File: config.mk
export PLATFORM = sky130hd
export DESIGN_NAME = audio_tx_unit
export DESIGN_NICKNAME = d
export VERILOG_FILES = /design/src/design/audio_tx_unit.v
export VERILOG_INCLUDE_DIRS = /design/src /design/src/shared
export SDC_FILE = /design/constraint.sdc
export NUM_CORES = 1
export LEC_CHECK = 0
export BUFFER_PORTS_ARGS = -buffer_cell sky130_fd_sc_hd__buf_2
export CAP_MARGIN = 15
export CORE_MARGIN = 2
export CORE_UTILIZATION = 53
export DETAILED_ROUTE_END_ITERATION = 7
export PLACE_DENSITY = 0.73
export REMOVE_ABC_BUFFERS = 1
export SLEW_MARGIN = 20
export SYNTH_ARGS = -nofsm -noshare
export SYNTH_HDL_FRONTEND = slang
export SYNTH_SLANG_ARGS = --single-unit
export TNS_END_PERCENT = 10
File: constraint.sdc
create_clock -name clk_i -period 2.8 [get_ports clk_i]
set_input_delay 0.14 -clock clk_i [delete_from_list [all_inputs] [get_ports clk_i]]
set_output_delay 0.14 -clock clk_i [all_outputs]
set_load 0.1 [all_outputs]
File: src/shared/audio_tx_map.vh
/*
 audio_tx_map.vh - register offsets, field positions, reset values and
 frame constants of the serial audio transmitter.
 Assumes inclusion by bare name from design files; definitions only.
*/
`ifndef AUDIO_TX_MAP_VH
`define AUDIO_TX_MAP_VH

// ---------------------------------------------------------------
// register byte addresses (word index times four)
// ---------------------------------------------------------------
`define ADR_CTRL 5'h00
`define ADR_SIDE 5'h04
`define ADR_WORD_A 5'h08
`define ADR_WORD_B 5'h0c
`define ADR_STAT 5'h10
`define ADR_PINS 5'h14

// ---------------------------------------------------------------
// control field positions
// ---------------------------------------------------------------
`define CTL_EMPTY_IE 0
`define CTL_UNDER_IE 1
`define CTL_BLOCK_IE 2
`define CTL_CLK_LO 3
`define CTL_CLK_HI 4
`define CTL_STBY 5
`define CTL_W 6
`define CTL_RST 6'h00

// clock select codes
`define CS_OFF 2'h0
`define CS_CORE 2'h1
`define CS_EXT 2'h2

// ---------------------------------------------------------------
// status field positions
// ---------------------------------------------------------------
`define ST_EMPTY 0
`define ST_UNDER 1
`define ST_BLOCK 2

// ---------------------------------------------------------------
// side bit positions inside the side bits register
// ---------------------------------------------------------------
`define SIDE_A_LO 10
`define SIDE_A_HI 12
`define SIDE_B_LO 13
`define SIDE_B_HI 15

// pin select bits: bit 0 clock pin, bit 1 output pin
`define PIN_CLK 0
`define PIN_OUT 1

// ---------------------------------------------------------------
// frame timing
// ---------------------------------------------------------------
`define SLOTS_PER_SUB 6'h3f
`define PRE_LAST 6'h07
`define PAR_FIRST 6'h3e
`define FRAMES_LAST 8'hbf
`define CORE_DIV 8'h07
`define EXT_DIV 2'h1
`define PRE_Z 8'he8
`define PRE_Y 8'he4
`define PRE_X 8'he2

`endif

File: src/design/audio_tx_unit.v
/*
 audio_tx_unit.v - biphase-mark serial audio transmitter with classic
 wishbone register slave, double-buffered audio and side bits.
 Assumes one 40 MHz clock, synchronous active-high reset, inputs
 synchronous to clk_i, and a single-cycle classic wishbone master.
*/
// The implementer's own choices: the Wishbone register port and the placing of the registers.
// Behaviour
// [RL1] frame is channel A then channel B
// [RL2] double buffering protects current frame
// [RL3] core clock master, external clock slave
// [RL4] reset held unless a pin selected
// [RL5] output pin biphase mark encoded
// [RL6] external clock is 256/384/512 Fs; the code divides for 256 Fs only
// [RL7] clock pin gpio when disabled or master
// [RL8] output pin gpio when not operational
// [RL9] word register fills buffer A then B
// [RL10] buffers load shifter after prior subframe
// [RL11] side bits uploaded at frame start
// [RL12] empty flag when word register, A empty
// [RL13] software writes side bits then audio
// [RL14] Z or X preamble in slots 0-7
// [RL15] 27 data bits in next 54 slots
// [RL16] even parity in last two slots
// [RL17] Y preamble starts channel B subframe
// [RL18] three interrupt sources with own vectors
// [RL19] priority underrun, block, then empty
// [RL20] registers reachable by core and DMA
// [RL21] writing channel B clears empty flag
// [RL22] side bits sent as bits 28-30
// [RL23] shifter sends lsb first
// [RL24] ctrl bits 0,1 enable empty, underrun irq
// [RL25] encoder toggles at cell edge, mid for one
// [RL26] underrun flag, resend previous data
// [RL27] block of 192 frames, Z on first
`timescale 1ns/100ps
`include "audio_tx_map.vh"

module audio_tx_unit (
   // clock and reset
   input wire clk_i,
   input wire rst_i,
   // wishbone slave
   input wire cyc_i,
   input wire stb_i,
   input wire we_i,
   input wire [4:0] adr_i,
   input wire [3:0] sel_i,
   input wire [31:0] dat_i,
   output reg [31:0] dat_o,
   output reg ack_o,
   // audio pins, each with gpio alternative
   input wire ext_audio_clk_in_i,
   output reg serial_audio_out_o,
   output reg serial_audio_oe_o,
   output reg gpio_clk_pin_alt_o,
   // interrupt requests and dma request
   output reg irq_underrun_o,
   output reg irq_block_o,
   output reg irq_empty_o,
   output reg [1:0] irq_vec_o,
   output reg dma_req_o
);

   // ---------------------------------------------------------------
   // state
   // ---------------------------------------------------------------
   reg [`CTL_W-1:0] tx_control_reg_ff; // enables, clock select
   reg [1:0] pin_sel_ff; // 1 = pin belongs to transmitter
   reg [5:0] side_bits_reg_ff; // {b c,u,v, a c,u,v}
   reg [23:0] audio_word_reg_ff; // written word
   reg word_full_ff; // word register holds data
   reg word_is_b_ff; // next write is channel B
   reg [23:0] chan_a_buffer_ff;
   reg a_full_ff;
   reg [23:0] chan_b_buffer_ff;
   reg b_full_ff;
   reg [2:0] chan_b_side_buffer_ff;
   reg [26:0] subframe_shifter_ff;
   reg parity_gen_ff; // running parity
   reg [5:0] slot_ff; // time slot in subframe
   reg in_b_ff; // sending channel B
   reg [7:0] frame_ff; // frame in block
   reg [7:0] pre_ff; // preamble pattern
   reg data_empty_flag_ff;
   reg underrun_flag_ff;
   reg block_start_flag_ff;
   reg line_ff; // line level
   reg [7:0] div_ff; // slot rate divider
   reg ext_d_ff; // external clock sampled
   reg [23:0] last_a_ff; // resent on underrun
   reg [23:0] last_b_ff;
   reg half_ff; // second half of data cell

   // ---------------------------------------------------------------
   // decode helpers
   // ---------------------------------------------------------------
   // byte lane merge for 24-bit words
   function [23:0] merge24;
      input [23:0] old;
      input [31:0] wd;
      input [3:0] sl;
      begin
         merge24 = old;
         if (sl[0]) merge24[7:0] = wd[7:0];
         if (sl[1]) merge24[15:8] = wd[15:8];
         if (sl[2]) merge24[23:16] = wd[23:16];
      end
   endfunction

   wire [1:0] clk_sel = tx_control_reg_ff[`CTL_CLK_HI:`CTL_CLK_LO];
   wire unit_rst = rst_i | (pin_sel_ff == 2'h0); // RL4
   wire running = (clk_sel != `CS_OFF) & ~unit_rst;
   // writes land at the edge where the master sees ack high, so a
   // request that is dropped before ack never touches a register
   wire wr = cyc_i & stb_i & we_i & ack_o;
   wire rd_word_b = wr & (adr_i == `ADR_WORD_B);
   wire wr_word = wr & ((adr_i == `ADR_WORD_A) | rd_word_b); // RL20
   // slot enable: core divider in master mode, ext edge in slave mode
   wire ext_rise = ext_audio_clk_in_i & ~ext_d_ff;
   wire slot_tick = running & ((clk_sel == `CS_CORE) ? (div_ff == `CORE_DIV)
                    : (ext_rise & (div_ff[1:0] == `EXT_DIV))); // RL3
   // slot_ff names the first slot of the current pair, so the parity pair
   // at 62 closes the subframe; the reset value 63 also counts as last so
   // the first tick after release opens a fresh channel A subframe
   wire last_slot = (slot_ff >= `PAR_FIRST);
   wire sub_start = slot_tick & last_slot & half_ff;
   wire next_b = ~in_b_ff;
   wire starve = next_b ? ~b_full_ff : ~a_full_ff;
   // ---------------------------------------------------------------
   // wishbone write path and configuration
   // ---------------------------------------------------------------
   // control and pin selection; ack one cycle after request
   always @(posedge clk_i) begin
      if (rst_i) begin
         tx_control_reg_ff <= `CTL_RST;
         pin_sel_ff <= 2'h0;
         ack_o <= 1'b0;
      end else begin
         // ack pulses for one cycle, so one request is never taken twice
         ack_o <= cyc_i & stb_i & ~ack_o;
         if (wr & (adr_i == `ADR_CTRL) & sel_i[0])
            tx_control_reg_ff <= dat_i[`CTL_W-1:0];
         if (wr & (adr_i == `ADR_PINS) & sel_i[0])
            pin_sel_ff <= dat_i[1:0];
      end
   end

   // side bits register is untouched by any transmitter reset
   always @(posedge clk_i) begin
      if (wr & (adr_i == `ADR_SIDE) & sel_i[1])
         side_bits_reg_ff <= dat_i[`SIDE_B_HI:`SIDE_A_LO];
   end

   // read mux, unmapped reads as zero
   always @(posedge clk_i) begin
      if (rst_i) begin
         dat_o <= 32'h0;
      end else begin
         case (adr_i)
            `ADR_CTRL: dat_o <= {26'h0, tx_control_reg_ff};
            `ADR_STAT: dat_o <= {29'h0, block_start_flag_ff, underrun_flag_ff,
                                 data_empty_flag_ff};
            `ADR_PINS: dat_o <= {30'h0, pin_sel_ff};
            default: dat_o <= 32'h0;
         endcase
      end
   end

   // ---------------------------------------------------------------
   // data path: word register, buffers, upload
   // ---------------------------------------------------------------
   always @(posedge clk_i) begin
      if (unit_rst) begin
         word_full_ff <= 1'b0;
         word_is_b_ff <= 1'b0;
         a_full_ff <= 1'b0;
         b_full_ff <= 1'b0;
         audio_word_reg_ff <= 24'h0;
         chan_a_buffer_ff <= 24'h0;
         chan_b_buffer_ff <= 24'h0;
         last_a_ff <= 24'h0;
         last_b_ff <= 24'h0;
         chan_b_side_buffer_ff <= 3'h0;
      end else begin
         // write fills word register, alternating A then B
         if (wr_word) begin
            audio_word_reg_ff <= merge24(audio_word_reg_ff, dat_i, sel_i);
            word_full_ff <= 1'b1;
            word_is_b_ff <= rd_word_b | word_is_b_ff;
         end else if (word_full_ff & ~word_is_b_ff & ~a_full_ff) begin
            chan_a_buffer_ff <= audio_word_reg_ff; // RL9
            a_full_ff <= 1'b1;
            word_full_ff <= 1'b0;
            word_is_b_ff <= 1'b1;
         end else if (word_full_ff & word_is_b_ff & ~b_full_ff) begin
            chan_b_buffer_ff <= audio_word_reg_ff; // RL9
            b_full_ff <= 1'b1; // RL2
            word_full_ff <= 1'b0;
            word_is_b_ff <= 1'b0;
         end
         // buffers drain into shifter at subframe start
         // only a buffer that was full is drained: an empty one may be
         // filled by the word register in this same cycle and must keep it
         if (sub_start & next_b & b_full_ff) begin
            b_full_ff <= 1'b0; // RL10
            last_b_ff <= chan_b_buffer_ff;
         end
         if (sub_start & ~next_b & a_full_ff) begin
            a_full_ff <= 1'b0; // RL10
            last_a_ff <= chan_a_buffer_ff;
         end
         if (sub_start & ~next_b)
            chan_b_side_buffer_ff <= side_bits_reg_ff[5:3]; // RL11
      end
   end

   // ---------------------------------------------------------------
   // subframe sequencer, shifter, parity, preamble and encoder
   // ---------------------------------------------------------------
   always @(posedge clk_i) begin
      if (unit_rst) begin
         div_ff <= 8'h0;
         ext_d_ff <= 1'b0;
         slot_ff <= `SLOTS_PER_SUB;
         half_ff <= 1'b1;
         in_b_ff <= 1'b1;
         frame_ff <= `FRAMES_LAST;
         subframe_shifter_ff <= 27'h0;
         parity_gen_ff <= 1'b0;
         pre_ff <= 8'h0;
         line_ff <= 1'b0;
      end else begin
         ext_d_ff <= ext_audio_clk_in_i; // RL6
         if (clk_sel == `CS_CORE)
            div_ff <= (div_ff == `CORE_DIV) ? 8'h0 : div_ff + 8'h1;
         else if (ext_rise)
            // two external rising edges per half cell; a stale core count
            // left in the divider folds back to zero within a few edges
            div_ff <= (div_ff[1:0] == `EXT_DIV) ? 8'h0 : div_ff + 8'h1;
         // one tick is one time slot: 8 preamble, 54 data, 2 parity
         if (slot_tick) begin
            half_ff <= ~half_ff;
            if (half_ff) begin
               slot_ff <= last_slot ? 6'h0 : slot_ff + 6'h2;
            end
            if (sub_start) begin
               in_b_ff <= next_b; // RL1
               parity_gen_ff <= 1'b0;
               if (next_b) begin
                  subframe_shifter_ff <= {chan_b_side_buffer_ff,
                     b_full_ff ? chan_b_buffer_ff : last_b_ff}; // RL17
                  pre_ff <= `PRE_Y; // RL17
               end else begin
                  frame_ff <= (frame_ff == `FRAMES_LAST) ? 8'h0 : frame_ff + 8'h1;
                  subframe_shifter_ff <= {side_bits_reg_ff[2:0],
                     a_full_ff ? chan_a_buffer_ff : last_a_ff}; // RL22
                  pre_ff <= (frame_ff == `FRAMES_LAST) ? `PRE_Z : `PRE_X; // RL14
               end
               // this tick is also the second half of the parity cell
               line_ff <= line_ff ^ parity_gen_ff; // RL16
            end else if (slot_ff <= `PRE_LAST) begin
               // preamble: fixed pattern, one bit per time slot
               line_ff <= line_ff ^ pre_ff[7]; // RL25
               pre_ff <= {pre_ff[6:0], 1'b0};
            end else if (slot_ff < `PAR_FIRST) begin // RL15
               // data cell: edge at cell start, mid for one
               if (~half_ff) line_ff <= ~line_ff; // RL5
               else begin
                  line_ff <= line_ff ^ subframe_shifter_ff[0]; // RL25
                  parity_gen_ff <= parity_gen_ff ^ subframe_shifter_ff[0]; // RL16
                  subframe_shifter_ff <= {1'b0, subframe_shifter_ff[26:1]}; // RL23
               end
            end else begin
               // parity cell in last two slots
               if (~half_ff) line_ff <= ~line_ff;
               else line_ff <= line_ff ^ parity_gen_ff; // RL16
            end
         end
      end
   end

   // ---------------------------------------------------------------
   // status flags, set wins over clear
   // ---------------------------------------------------------------
   always @(posedge clk_i) begin
      if (unit_rst) begin
         data_empty_flag_ff <= 1'b0;
         underrun_flag_ff <= 1'b0;
         block_start_flag_ff <= 1'b0;
      end else begin
         // empty: word register and buffer A both empty
         if (~word_full_ff & ~a_full_ff & ~wr_word)
            data_empty_flag_ff <= 1'b1; // RL12
         else if (wr_word & word_is_b_ff)
            data_empty_flag_ff <= 1'b0; // RL21
         // a starved subframe in the cycle of a clear keeps the flag set
         if (sub_start & starve)
            underrun_flag_ff <= 1'b1; // RL26
         else if (wr & (adr_i == `ADR_STAT) & sel_i[0] & dat_i[`ST_UNDER])
            underrun_flag_ff <= 1'b0;
         if (sub_start & ~next_b & (frame_ff == `FRAMES_LAST))
            block_start_flag_ff <= 1'b1; // RL27
         else if (sub_start & ~next_b)
            block_start_flag_ff <= 1'b0;
      end
   end

   // ---------------------------------------------------------------
   // registered outputs: pins, interrupts, dma
   // ---------------------------------------------------------------
   always @(posedge clk_i) begin
      if (rst_i) begin
         serial_audio_out_o <= 1'b0;
         serial_audio_oe_o <= 1'b0;
         gpio_clk_pin_alt_o <= 1'b1;
         irq_underrun_o <= 1'b0;
         irq_block_o <= 1'b0;
         irq_empty_o <= 1'b0;
         irq_vec_o <= 2'h0;
         dma_req_o <= 1'b0;
      end else begin
         serial_audio_out_o <= line_ff;
         serial_audio_oe_o <= running & pin_sel_ff[`PIN_OUT]; // RL8
         // the clock pin is only claimed in slave mode with its pin selected
         gpio_clk_pin_alt_o <= ~(running & (clk_sel == `CS_EXT)
                               & pin_sel_ff[`PIN_CLK]); // RL7
         irq_underrun_o <= underrun_flag_ff & tx_control_reg_ff[`CTL_UNDER_IE]; // RL24
         irq_block_o <= data_empty_flag_ff & block_start_flag_ff
                        & tx_control_reg_ff[`CTL_BLOCK_IE]; // RL18
         irq_empty_o <= data_empty_flag_ff & tx_control_reg_ff[`CTL_EMPTY_IE]; // RL24
         // vector code: 1 underrun, 2 block, 3 empty, 0 none
         if (underrun_flag_ff & tx_control_reg_ff[`CTL_UNDER_IE])
            irq_vec_o <= 2'h1; // RL19
         else if (data_empty_flag_ff & block_start_flag_ff
                  & tx_control_reg_ff[`CTL_BLOCK_IE])
            irq_vec_o <= 2'h2; // RL19
         else if (data_empty_flag_ff & tx_control_reg_ff[`CTL_EMPTY_IE])
            irq_vec_o <= 2'h3; // RL19
         else
            irq_vec_o <= 2'h0;
         // dma follows the empty flag so a channel can refill without the core
         dma_req_o <= data_empty_flag_ff & ~unit_rst; // RL20
      end
   end

endmodule // audio_tx_unit

Yosys cells after proc, flatten, opt, wreduce, memory -nomap -nowiden --
Cells that the tools add are included.
Word-level totals: word-level logic and storage cells 185, register bits after elaboration 248, bits of input ports 47, output and inout bits 42
Operators by class: bitwise gates (word level) 62, reduce and logical (&&, ||, !) cells 24, add/sub/neg operators 3, equality and inequality tests 11, $lt $le $gt $ge 3, muxes and demuxes 43
Operators by type and width (number):
- two-way mux 27 bit | 5
- two-way mux 8 bit | 7
- two-way mux 24 bit | 2
- bitwise AND 1 bit | 42
- two-way mux 1 bit | 23
- one-hot mux 6 bit (3 select lines) | 1
- adder 8 x 1 -> 8 bit (second input constant) | 2
- nonzero test 2 bit | 8
- AND reduction 2 bit | 7
- NOT 1 bit | 13
- equality test 5 x 4 -> 1 bit (second input constant) | 2
- equality test 5 bit (second input constant) | 2
- equality test 8 x 3 -> 1 bit (second input constant) | 1
- equality test 8 bit (second input constant) | 1
- two-way mux 4 bit | 2
- adder 6 x 2 -> 6 bit (second input constant) | 1
- >= comparator 6 bit (second input constant) | 1
- less-or-equal comparator 6 x 3 -> 1 bit (second input constant) | 1
- less-than comparator 6 bit (second input constant) | 1
- two-way mux 6 bit | 1
- AND reduction 3 bit | 2
- OR reduction 2 bit | 3
- equality test 5 x 3 -> 1 bit (second input constant) | 1
- zero test 5 bit | 1
- other kinds (9) | 16

Depth between registers and ports, before layout --
Gate-level depths: netlist of the first run.
depth in word-level cells 10, mapped depth 8, depth with buffers taken out 6

Worst setup path before layout of the first run --
Ideal clock, no wire load.
path type register to register, start reg div_ff[0], end reg frame_ff[4], path buffers 1, cell stages (with the launch flop) 8, slack 0.125 ns, setup time 0.135 ns, data required time 2.665 ns, period minus slack after synthesis 2.675 ns, arrival time 2.540 ns, cells stage by stage dfxtp_1 ha_1 or4b_4 or4_4 a2111o_1 clkbuf_1 o31ai_1 nand3_1
Between the ends: longest elaborated chain between the ends 7, elaborated cells on any way between the ends 8, classes of those cells eq/ne: 2; mux: 1; bitwise: 4; reduce/logical: 1
RTL lines:
- start, declared | line audio_tx_unit.v:89 | reg [7:0] div_ff;
- start signal, assigned | line audio_tx_unit.v:236 | div_ff <= (div_ff == `CORE_DIV) ? 8'h0 : div_ff + 8'h1;
- start signal, assigned | line audio_tx_unit.v:240 | div_ff <= (div_ff[1:0] == `EXT_DIV) ? 8'h0 : div_ff + 8'h1;
- equality test 2 x 1 -> 1 bit (no line)
- bitwise AND 1 bit | line audio_tx_unit.v:122 | : (ext_rise & (div_ff[1:0] == `EXT_DIV)));
- two-way mux 1 bit (*) | line audio_tx_unit.v:121 | wire slot_tick = running & ((clk_sel == `CS_CORE) ? (div_ff == `CORE_DIV)
- bitwise AND 1 bit (*) | line audio_tx_unit.v:121
- bitwise AND 1 bit (2 in a row) | line audio_tx_unit.v:127 | wire sub_start = slot_tick & last_slot & half_ff;
- AND reduction 3 bit (no line) (*)
- end signal, assigned | line audio_tx_unit.v:228 | frame_ff <= `FRAMES_LAST;
- end signal, assigned | line audio_tx_unit.v:255 | frame_ff <= (frame_ff == `FRAMES_LAST) ? 8'h0 : frame_ff + 8'h1;
- end, declared | line audio_tx_unit.v:83 | reg [7:0] frame_ff;
Mark *: on every way between the ends. The rest lies on a longest branch, timed or not. A chain may end at the register's enable or synchronous reset.

Worst setup path after layout of the first run --
start reg div_ff[0], end reg frame_ff[6]
Same word-level chain as after synthesis.

==> reports/results.tsv, run 1 <==
stage	metric	value	unit
placed_design	dp_hpwl	12.8	mm
sta	layout_setup_ws	0.121	ns
grt	grt.overflow.total	0	
grt	top_usage_layer	met2	
sta	slew_violations	0	
cts	path_clk_slew	0.06	ns
critical_path	path_cells	ha_1 -> or4b_4 -> or4_4 -> a2111o_1 -> or4_1 -> a21oi_1	
critical_path	r2r-start	div_ff[0]	
synthesis	synth_mux_area_share	4.23	%
min_path	hold_path_depth	3	
cts	clock-sinks	220	
critical_path	critPathBufInv	0	
run_status	status	completed	
synthesis	synth-seq-area-share	48.2	%
synthesis	synth_area	9260	µm²
synthesis	synthArstFlopShare	0	%
finish	insertedDiodeCount	0	
grt	grt_util_met3	3.36	%
floorplanning	num_io_pins	89	
synthesis	synthSimpleGateAreaFrac	21.7	%
placed_design	port_buffers	53	
synthesis	synth_area_leaders	dfxtp_1 (46%), nand2_1 (10%), a21oi_1 (8.9%)	
placed_design	gp_congestion	0.809	
power	peakVddDrop	0.498	mV
synthesis	netlist_instances	1126	
critical_path	r2r_setup_slack	0.12	ns
floorplanning	die_w	136	µm
routing	dr_total_vias	7946	
cts	clockBufferDepth	3	
synthesis	ys_types	56	
finish	nNetsFinal	1245	
synthesis	synth_top_family_by_area	simple AND/OR/NAND/NOR gates	
power	power.total	6440	µW
routing	drtPass1Iterations	5	
critical_path	timing.rr.end	frame_ff[6]	
synthesis	synth_adder_area_share	0.676	%
placed_design	dpl_worst_slack	0.101	ns
synthesis	synth-main-ff-cell	dfxtp_1	
sta	fin_crit	2.68	ns
run	drv_cap	0	
routing	wl_per_cell	15.2	µm
synthesis	ys_seq_elements	220	
critical_path	required	3.24	ns
critical_path	startpoint	div_ff[0]	
routing	avgViaCountPerCell	5.53	
synthesis	yosys-top-cells-count	nand2_1 (254), dfxtp_1 (214), a21oi_1 (164)	
synthesis	synth.most_common_cell	nand2_1	
cts	post_cts_buffers	0	
floorplanning	initial_core_util	53.9	%
min_path	min_from	sel_i[1]	
sta	rsz0062_at_grt	false	
critical_path	critPathSlowestCell	or4_4	
synthesis	syn_avg_cell_area	8.22	µm²
finish	layout-drive-gt1-share	11.5	%
cts	cts_max_level	1	
critical_path	critPathMaxFanout	4	
cts	numCtsBuffers	24	
synthesis	yosysTopAreaCellShare	46.3	%
floorplanning	die_h	136	µm
sta	finalClockSkew	0.0145	ns
min_path	min_to	audio_word_reg_ff[11]	
grt	gr-usage-met1	32.5	%
grt	grt_max_degree	138	
critical_path	r2r_cells	6	
routing	drt_wl_total	21.8	mm
cts	cts_root_buf	clkbuf_16	
sta	worst_pin_slew	0.790	ns
grt	grt_pass1_vias	7285	
critical_path	critical_path_class	reg2reg	
cts	cts_tree	done	
grt	grtUsageMet2	39.4	%
critical_path	start_kind	flop	
sta	finalCritPeriodShare	95.7	%
grt	antenna_found_initial	0	
sta	slew_headroom	47.2	%
grt	grtUsageTotal	23.9	%
power	powerDensity	592	nW/µm²
synthesis	synth-compound-area-share	18.7	%
synthesis	yosys.area.top_type	dfxtp_1	
critical_path	worst_ep_arrival_time	3.12	ns
synthesis	synthXorXnorAreaFrac	0.757	%
sta	fin_tns_setup	0	ns
power	p_leak	0.00382	µW
sta	hold_violations	0	
critical_path	max_stage_delay	0.53	ns
routing	drt_iter0_markers	485	
synthesis	synth_warnings	0	
finish	syn_to_final_growth	17.5	%
floorplanning	core_area	17200	µm²
sta	setup_violations	0	
critical_path	cp-end-kind	flop	
critical_path	critPathTopFamily	simple AND/OR/NAND/NOR gates	
cts	clk_latency	0.52	ns
grt	grt_pass1_wl	36.0	mm
synthesis	synth_edf_count	6	
routing	drc_errors	0	
floorplanning	rows	48	
sta	fmax	373	MHz
min_path	worstHoldPathType	in2reg	
floorplanning	dieArea	18500	µm²
routing	antenna_left	0	
through the flow:
stage	hold slack [ns]	instance area, µm²	util (%)	std cells
floorplan	0.209	8860	-	1046
global route	0.0209	10900	63.3	1436
global placement	0.351	9670	56.3	1349
CTS	0.00185	10900	63.3	1436
detailed placement	0.353	9670	56.3	1349
finish	0.0156	10900	63.3	1436
kinds of logic after synthesis:
kind of cell    Yosys count
xor+xnor                  8
compound gates          296
simple gates            443
buf+inv                 114
other cells               1
flops                   220
fa+ha+maj                 5
mux                      39
report_power, final:
group	switching (µW)	internal [µW]	leakage (µW)
Combinational	198	51.7	0.00166
Clock	1280	1770	0.000381
Sequential	0.351	3140	0.00178
Total	1470	4960	0.00382
layout make-up:
class / instances / area, µm²
tap: 225 / 282
inverter: 9 / 33.8
sequential: 220 / 4470
clock buffer: 35 / 712
timing repair buffer: 121 / 921
multi-input combinational: 817 / 4400
fill: 1563 / 6300
clock inverter: 9 / 61.3
layer usage:
layer,up-vias,part of all wire [%]
met4,0,2.5
met1,3721,47
met3,43,4.4
met5,-,0
li1,4010,-
met2,172,46
cells in the final DEF, fill, tap and decap left out, types with 3 or more instances in the layout:
cell / n
dfxtp_2: 3
a21oi_1: 164
o22ai_1: 25
buf_4: 22
and2_1: 10
dlygate4sd3_1: 43
buf_12: 3
a211oi_1: 28
clkinv_2: 6
o311ai_0: 4
or3_1: 5
nor2b_1: 29
and3_1: 5
nor3b_1: 3
buf_2: 53
nand2_1: 254
ha_1: 5
nor3_1: 9
dfxtp_1: 211
o221a_2: 5
o21ai_0: 42
o211ai_1: 7
a31oi_1: 4
clkbuf_16: 24
mux2i_1: 38
inv_1: 9
nand3_1: 68
nor2_1: 35
edfxtp_1: 6
clkbuf_1: 4
clkbuf_8: 7
conb_1: 26
xor2_1: 7
and4_1: 3
nand2b_1: 5
registers in the layout (all words and copies together), names as in the netlist, 2 cells and up:
signal,cells
audio_word_reg_ff,24
chan_a_buffer_ff,24
chan_b_buffer_ff,24
chan_b_side_buffer_ff,3
dat_o,6
div_ff,8
frame_ff,8
irq_vec_o,2
last_a_ff,24
last_b_ff,24
pin_sel_ff,2
pre_ff,7
side_bits_reg_ff,6
slot_ff,5
subframe_shifter_ff,27
tx_control_reg_ff,6
worst max path at each step:
stage / depth (start not counted) / endpoint / slack [ns]
after CTS: 6 / frame_ff[6] / 0.07
after floorplan: 5 / underrun_flag_ff / -4.77
after global routing: 7 / frame_ff[3] / 0.01
after global placement: 6 / frame_ff[6] / 0.16
final: 6 / frame_ff[6] / 0.12
after detailed placement: 6 / frame_ff[6] / 0.10
timing repair:
action	in CTS	in global routing
hold buffers	43	0
resized for setup	0	2
hold endpoints to repair	41	0
setup endpoints to repair	0	9
worst register-to-register path, cell delays in order, from the launching register on:
cell and delay [ns]:
dfxtp_2 0.36, ha_1 0.18, or4b_4 0.49, or4_4 0.53
a2111o_1 0.48, or4_1 0.41, a21oi_1 0.16
Note: power is estimated with default switching activity, not from simulation.
==> run 2: changes to the inputs <==
--- a/config.mk
+++ b/config.mk
@@ -12,7 +12,6 @@
 export CORE_UTILIZATION = 53
 export DETAILED_ROUTE_END_ITERATION = 7
 export PLACE_DENSITY = 0.73
-export REMOVE_ABC_BUFFERS = 1
 export SLEW_MARGIN = 20
 export SYNTH_ARGS = -nofsm -noshare
 export SYNTH_HDL_FRONTEND = slang
==> run 2 against run 1 <==
  * Utilization shrank 0.16 points
  * Die area is the same
  * Total power shrank 0.80%
  * First-iteration DRC count grew 16%
  * Register-to-register slack is essentially flat
  * Sequential power is essentially flat
  * Cell area shrank 0.25%
  * Flip-flop and latch count is the same
  * Largest cell class unchanged
  * Worst hold slack gained 0.033 ns
  * Wire length grew 3.1%
  * Setup slack lost 0.0065 ns
  * Sequential share of layout area grew 0.081 points
==> reports/results.tsv, run 2 (synthesized netlist as in run 1, its figures left out) <==
stage	metric	value	unit
finish	layout-drive-gt1-share	10.6	%
min_path	worstHoldPathType	in2reg	
finish	final_common_cell	nand2_1	
finish	fin_cells	1438	
sta	fin_hold_ws	0.0486	ns
critical_path	critPathMaxFanout	5	
placed_design	port_buffers	53	
cts	cts_root_buf	clkbuf_16	
routing	drc_errors	0	
placed_design	gp_congestion	0.794	
grt	grtUsageTotal	24.1	%
run	drv_cap	0	
sta	hold_violations	0	
grt	grt_pass1_vias	7232	
floorplanning	core_area	17200	µm²
sta	finalClockSkew	0.0140	ns
cts	path_clk_slew	0.06	ns
floorplanning	initial_core_util	53.9	%
finish	nNetsFinal	1251	
sta	fmax	372	MHz
grt	grt_max_degree	136	
floorplanning	dieArea	18500	µm²
grt	antenna_found_initial	0	
floorplanning	rows	48	
grt	grt.overflow.total	0	
routing	wl_per_cell	15.6	µm
routing	dr_total_vias	7978	
floorplanning	die_h	136	µm
critical_path	worst_ep_arrival_time	3.13	ns
sta	setup_violations	0	
cts	cts_max_level	1	
grt	grt_pass1_wl	36.2	mm
routing	avgViaCountPerCell	5.55	
finish	insertedDiodeCount	0	
finish	syn_to_final_growth	17.2	%
power	peakVddDrop	0.486	mV
sta	finalCritPeriodShare	95.9	%
placed_design	dpl.cell_count	1351	
routing	antenna_left	0	
power	p_leak	0.00381	µW
cts	clockBufferDepth	3	
run_status	status	completed	
finish	final_cell_mix	nand2_1 (254), dfxtp_1 (213), a21oi_1 (164), nand3_1 (68), buf_2 (53)	
routing	drtPass1Iterations	6	
sta	fin_crit	2.69	ns
cts	post_cts_resized	0	
floorplanning	die_w	136	µm
floorplanning	num_io_pins	89	
routing	drt_iter0_markers	565	
critical_path	critical_path_class	reg2reg	
finish	top_register	subframe_shifter_ff	
sta	fin_tns_setup	0	ns
cts	cts_tree	done	
sta	slew_headroom	44.0	%
cts	numCtsBuffers	23	
finish	largest_reg_flops	27	
sta	slew_violations	0	
finish	stdcell_area	10800	µm²
cts	clk_latency	0.51	ns
sta	worst_pin_slew	0.838	ns
power	powerDensity	589	nW/µm²
finish	fillers	1445	
critical_path	required	3.24	ns
placed_design	dp_hpwl	13.4	mm
routing	drt_wl_total	22.5	mm
sta	rsz0062_at_grt	false	
critical_path	start_kind	flop	
cts	clock-sinks	220	
placed_design	place_area	9650	µm²
critical_path	cp-end-kind	flop	
## run 2: cell count changes in the layout (fill, tap and decap cells not counted), moves of 3 or more
cell           previous run  this run
clkinv_2                  6         3
bufinv_16                 0         3
dlygate4sd3_1            43        47
clkbuf_8                  7         0
clkinv_1                  0         3
buf_4                    22        27
## run 2: critical path: stages (launching register included)
cell,delay [ns]
dfxtp_1,0.37
ha_1,0.18
or4b_4,0.48
or4_4,0.50
a2111o_1,0.44
buf_4,0.18
or4_1,0.39
nand3_1,0.09
## run 2: final cells by class
type	count	area [µm²]	area share, %
Tap cell	225	282	2.60
Clock inverter	10	125	1.15
Timing Repair Buffer	128	958	8.84
Inverter	9	33.8	0.311
Sequential cell	220	4470	41.2
Multi-Input combinational cell	817	4390	40.4
Clock buffer	29	598	5.51
## run 2: power breakdown
part | switching (µW) | internal (µW) | total, µW
logic | 199 | 52.8 | 251
registers | 0.521 | 3140 | 3140
clock network | 1210 | 1780 | 2990
total | 1410 | 4980 | 6390
## run 2: timing repair
| action | CTS | global route |
|---|---|---|
| buffers inserted | 0 | 1 |
| endpoints found under the setup margin | 0 | 3 |
| hold buffers | 47 | 0 |
| hold endpoints to repair | 41 | 0 |
## run 2: per-layer routing
layer | up-vias | routed length (µm) | GRT usage [%]
li1 | 4016 | - | -
met1 | 3675 | 10700 | 35.0
met2 | 259 | 9960 | 37.1
met3 | 28 | 1490 | 3.99
met4 | 0 | 364 | 6.48
met5 | - | 0 | 0
## run 2: path summary, 6_finish.rpt
| check | start | end | slack, ns | cells after the start |
|---|---|---|---|---|
| min | adr_i[1] | dat_o[1] | 0.05 | 4 |
| max | div_ff[1] | frame_ff[4] | 0.11 | 7 |
| min reg2reg | last_b_ff[23] | last_b_ff[23] | 0.44 | 2 |
| max reg2reg | div_ff[1] | frame_ff[4] | 0.11 | 7 |
## run 2: per-stage QoR
step / utilization [%] / setup slack, ns / total power (µW)
floorplan: - / 0.125 / 3420
global placement: 56.2 / 0.118 / 3420
detailed placement: 56.2 / 0.0710 / 3420
CTS: 63.1 / 0.0535 / 6430
global route: 63.2 / 0.0379 / 6550
finish: 63.2 / 0.114 / 6390
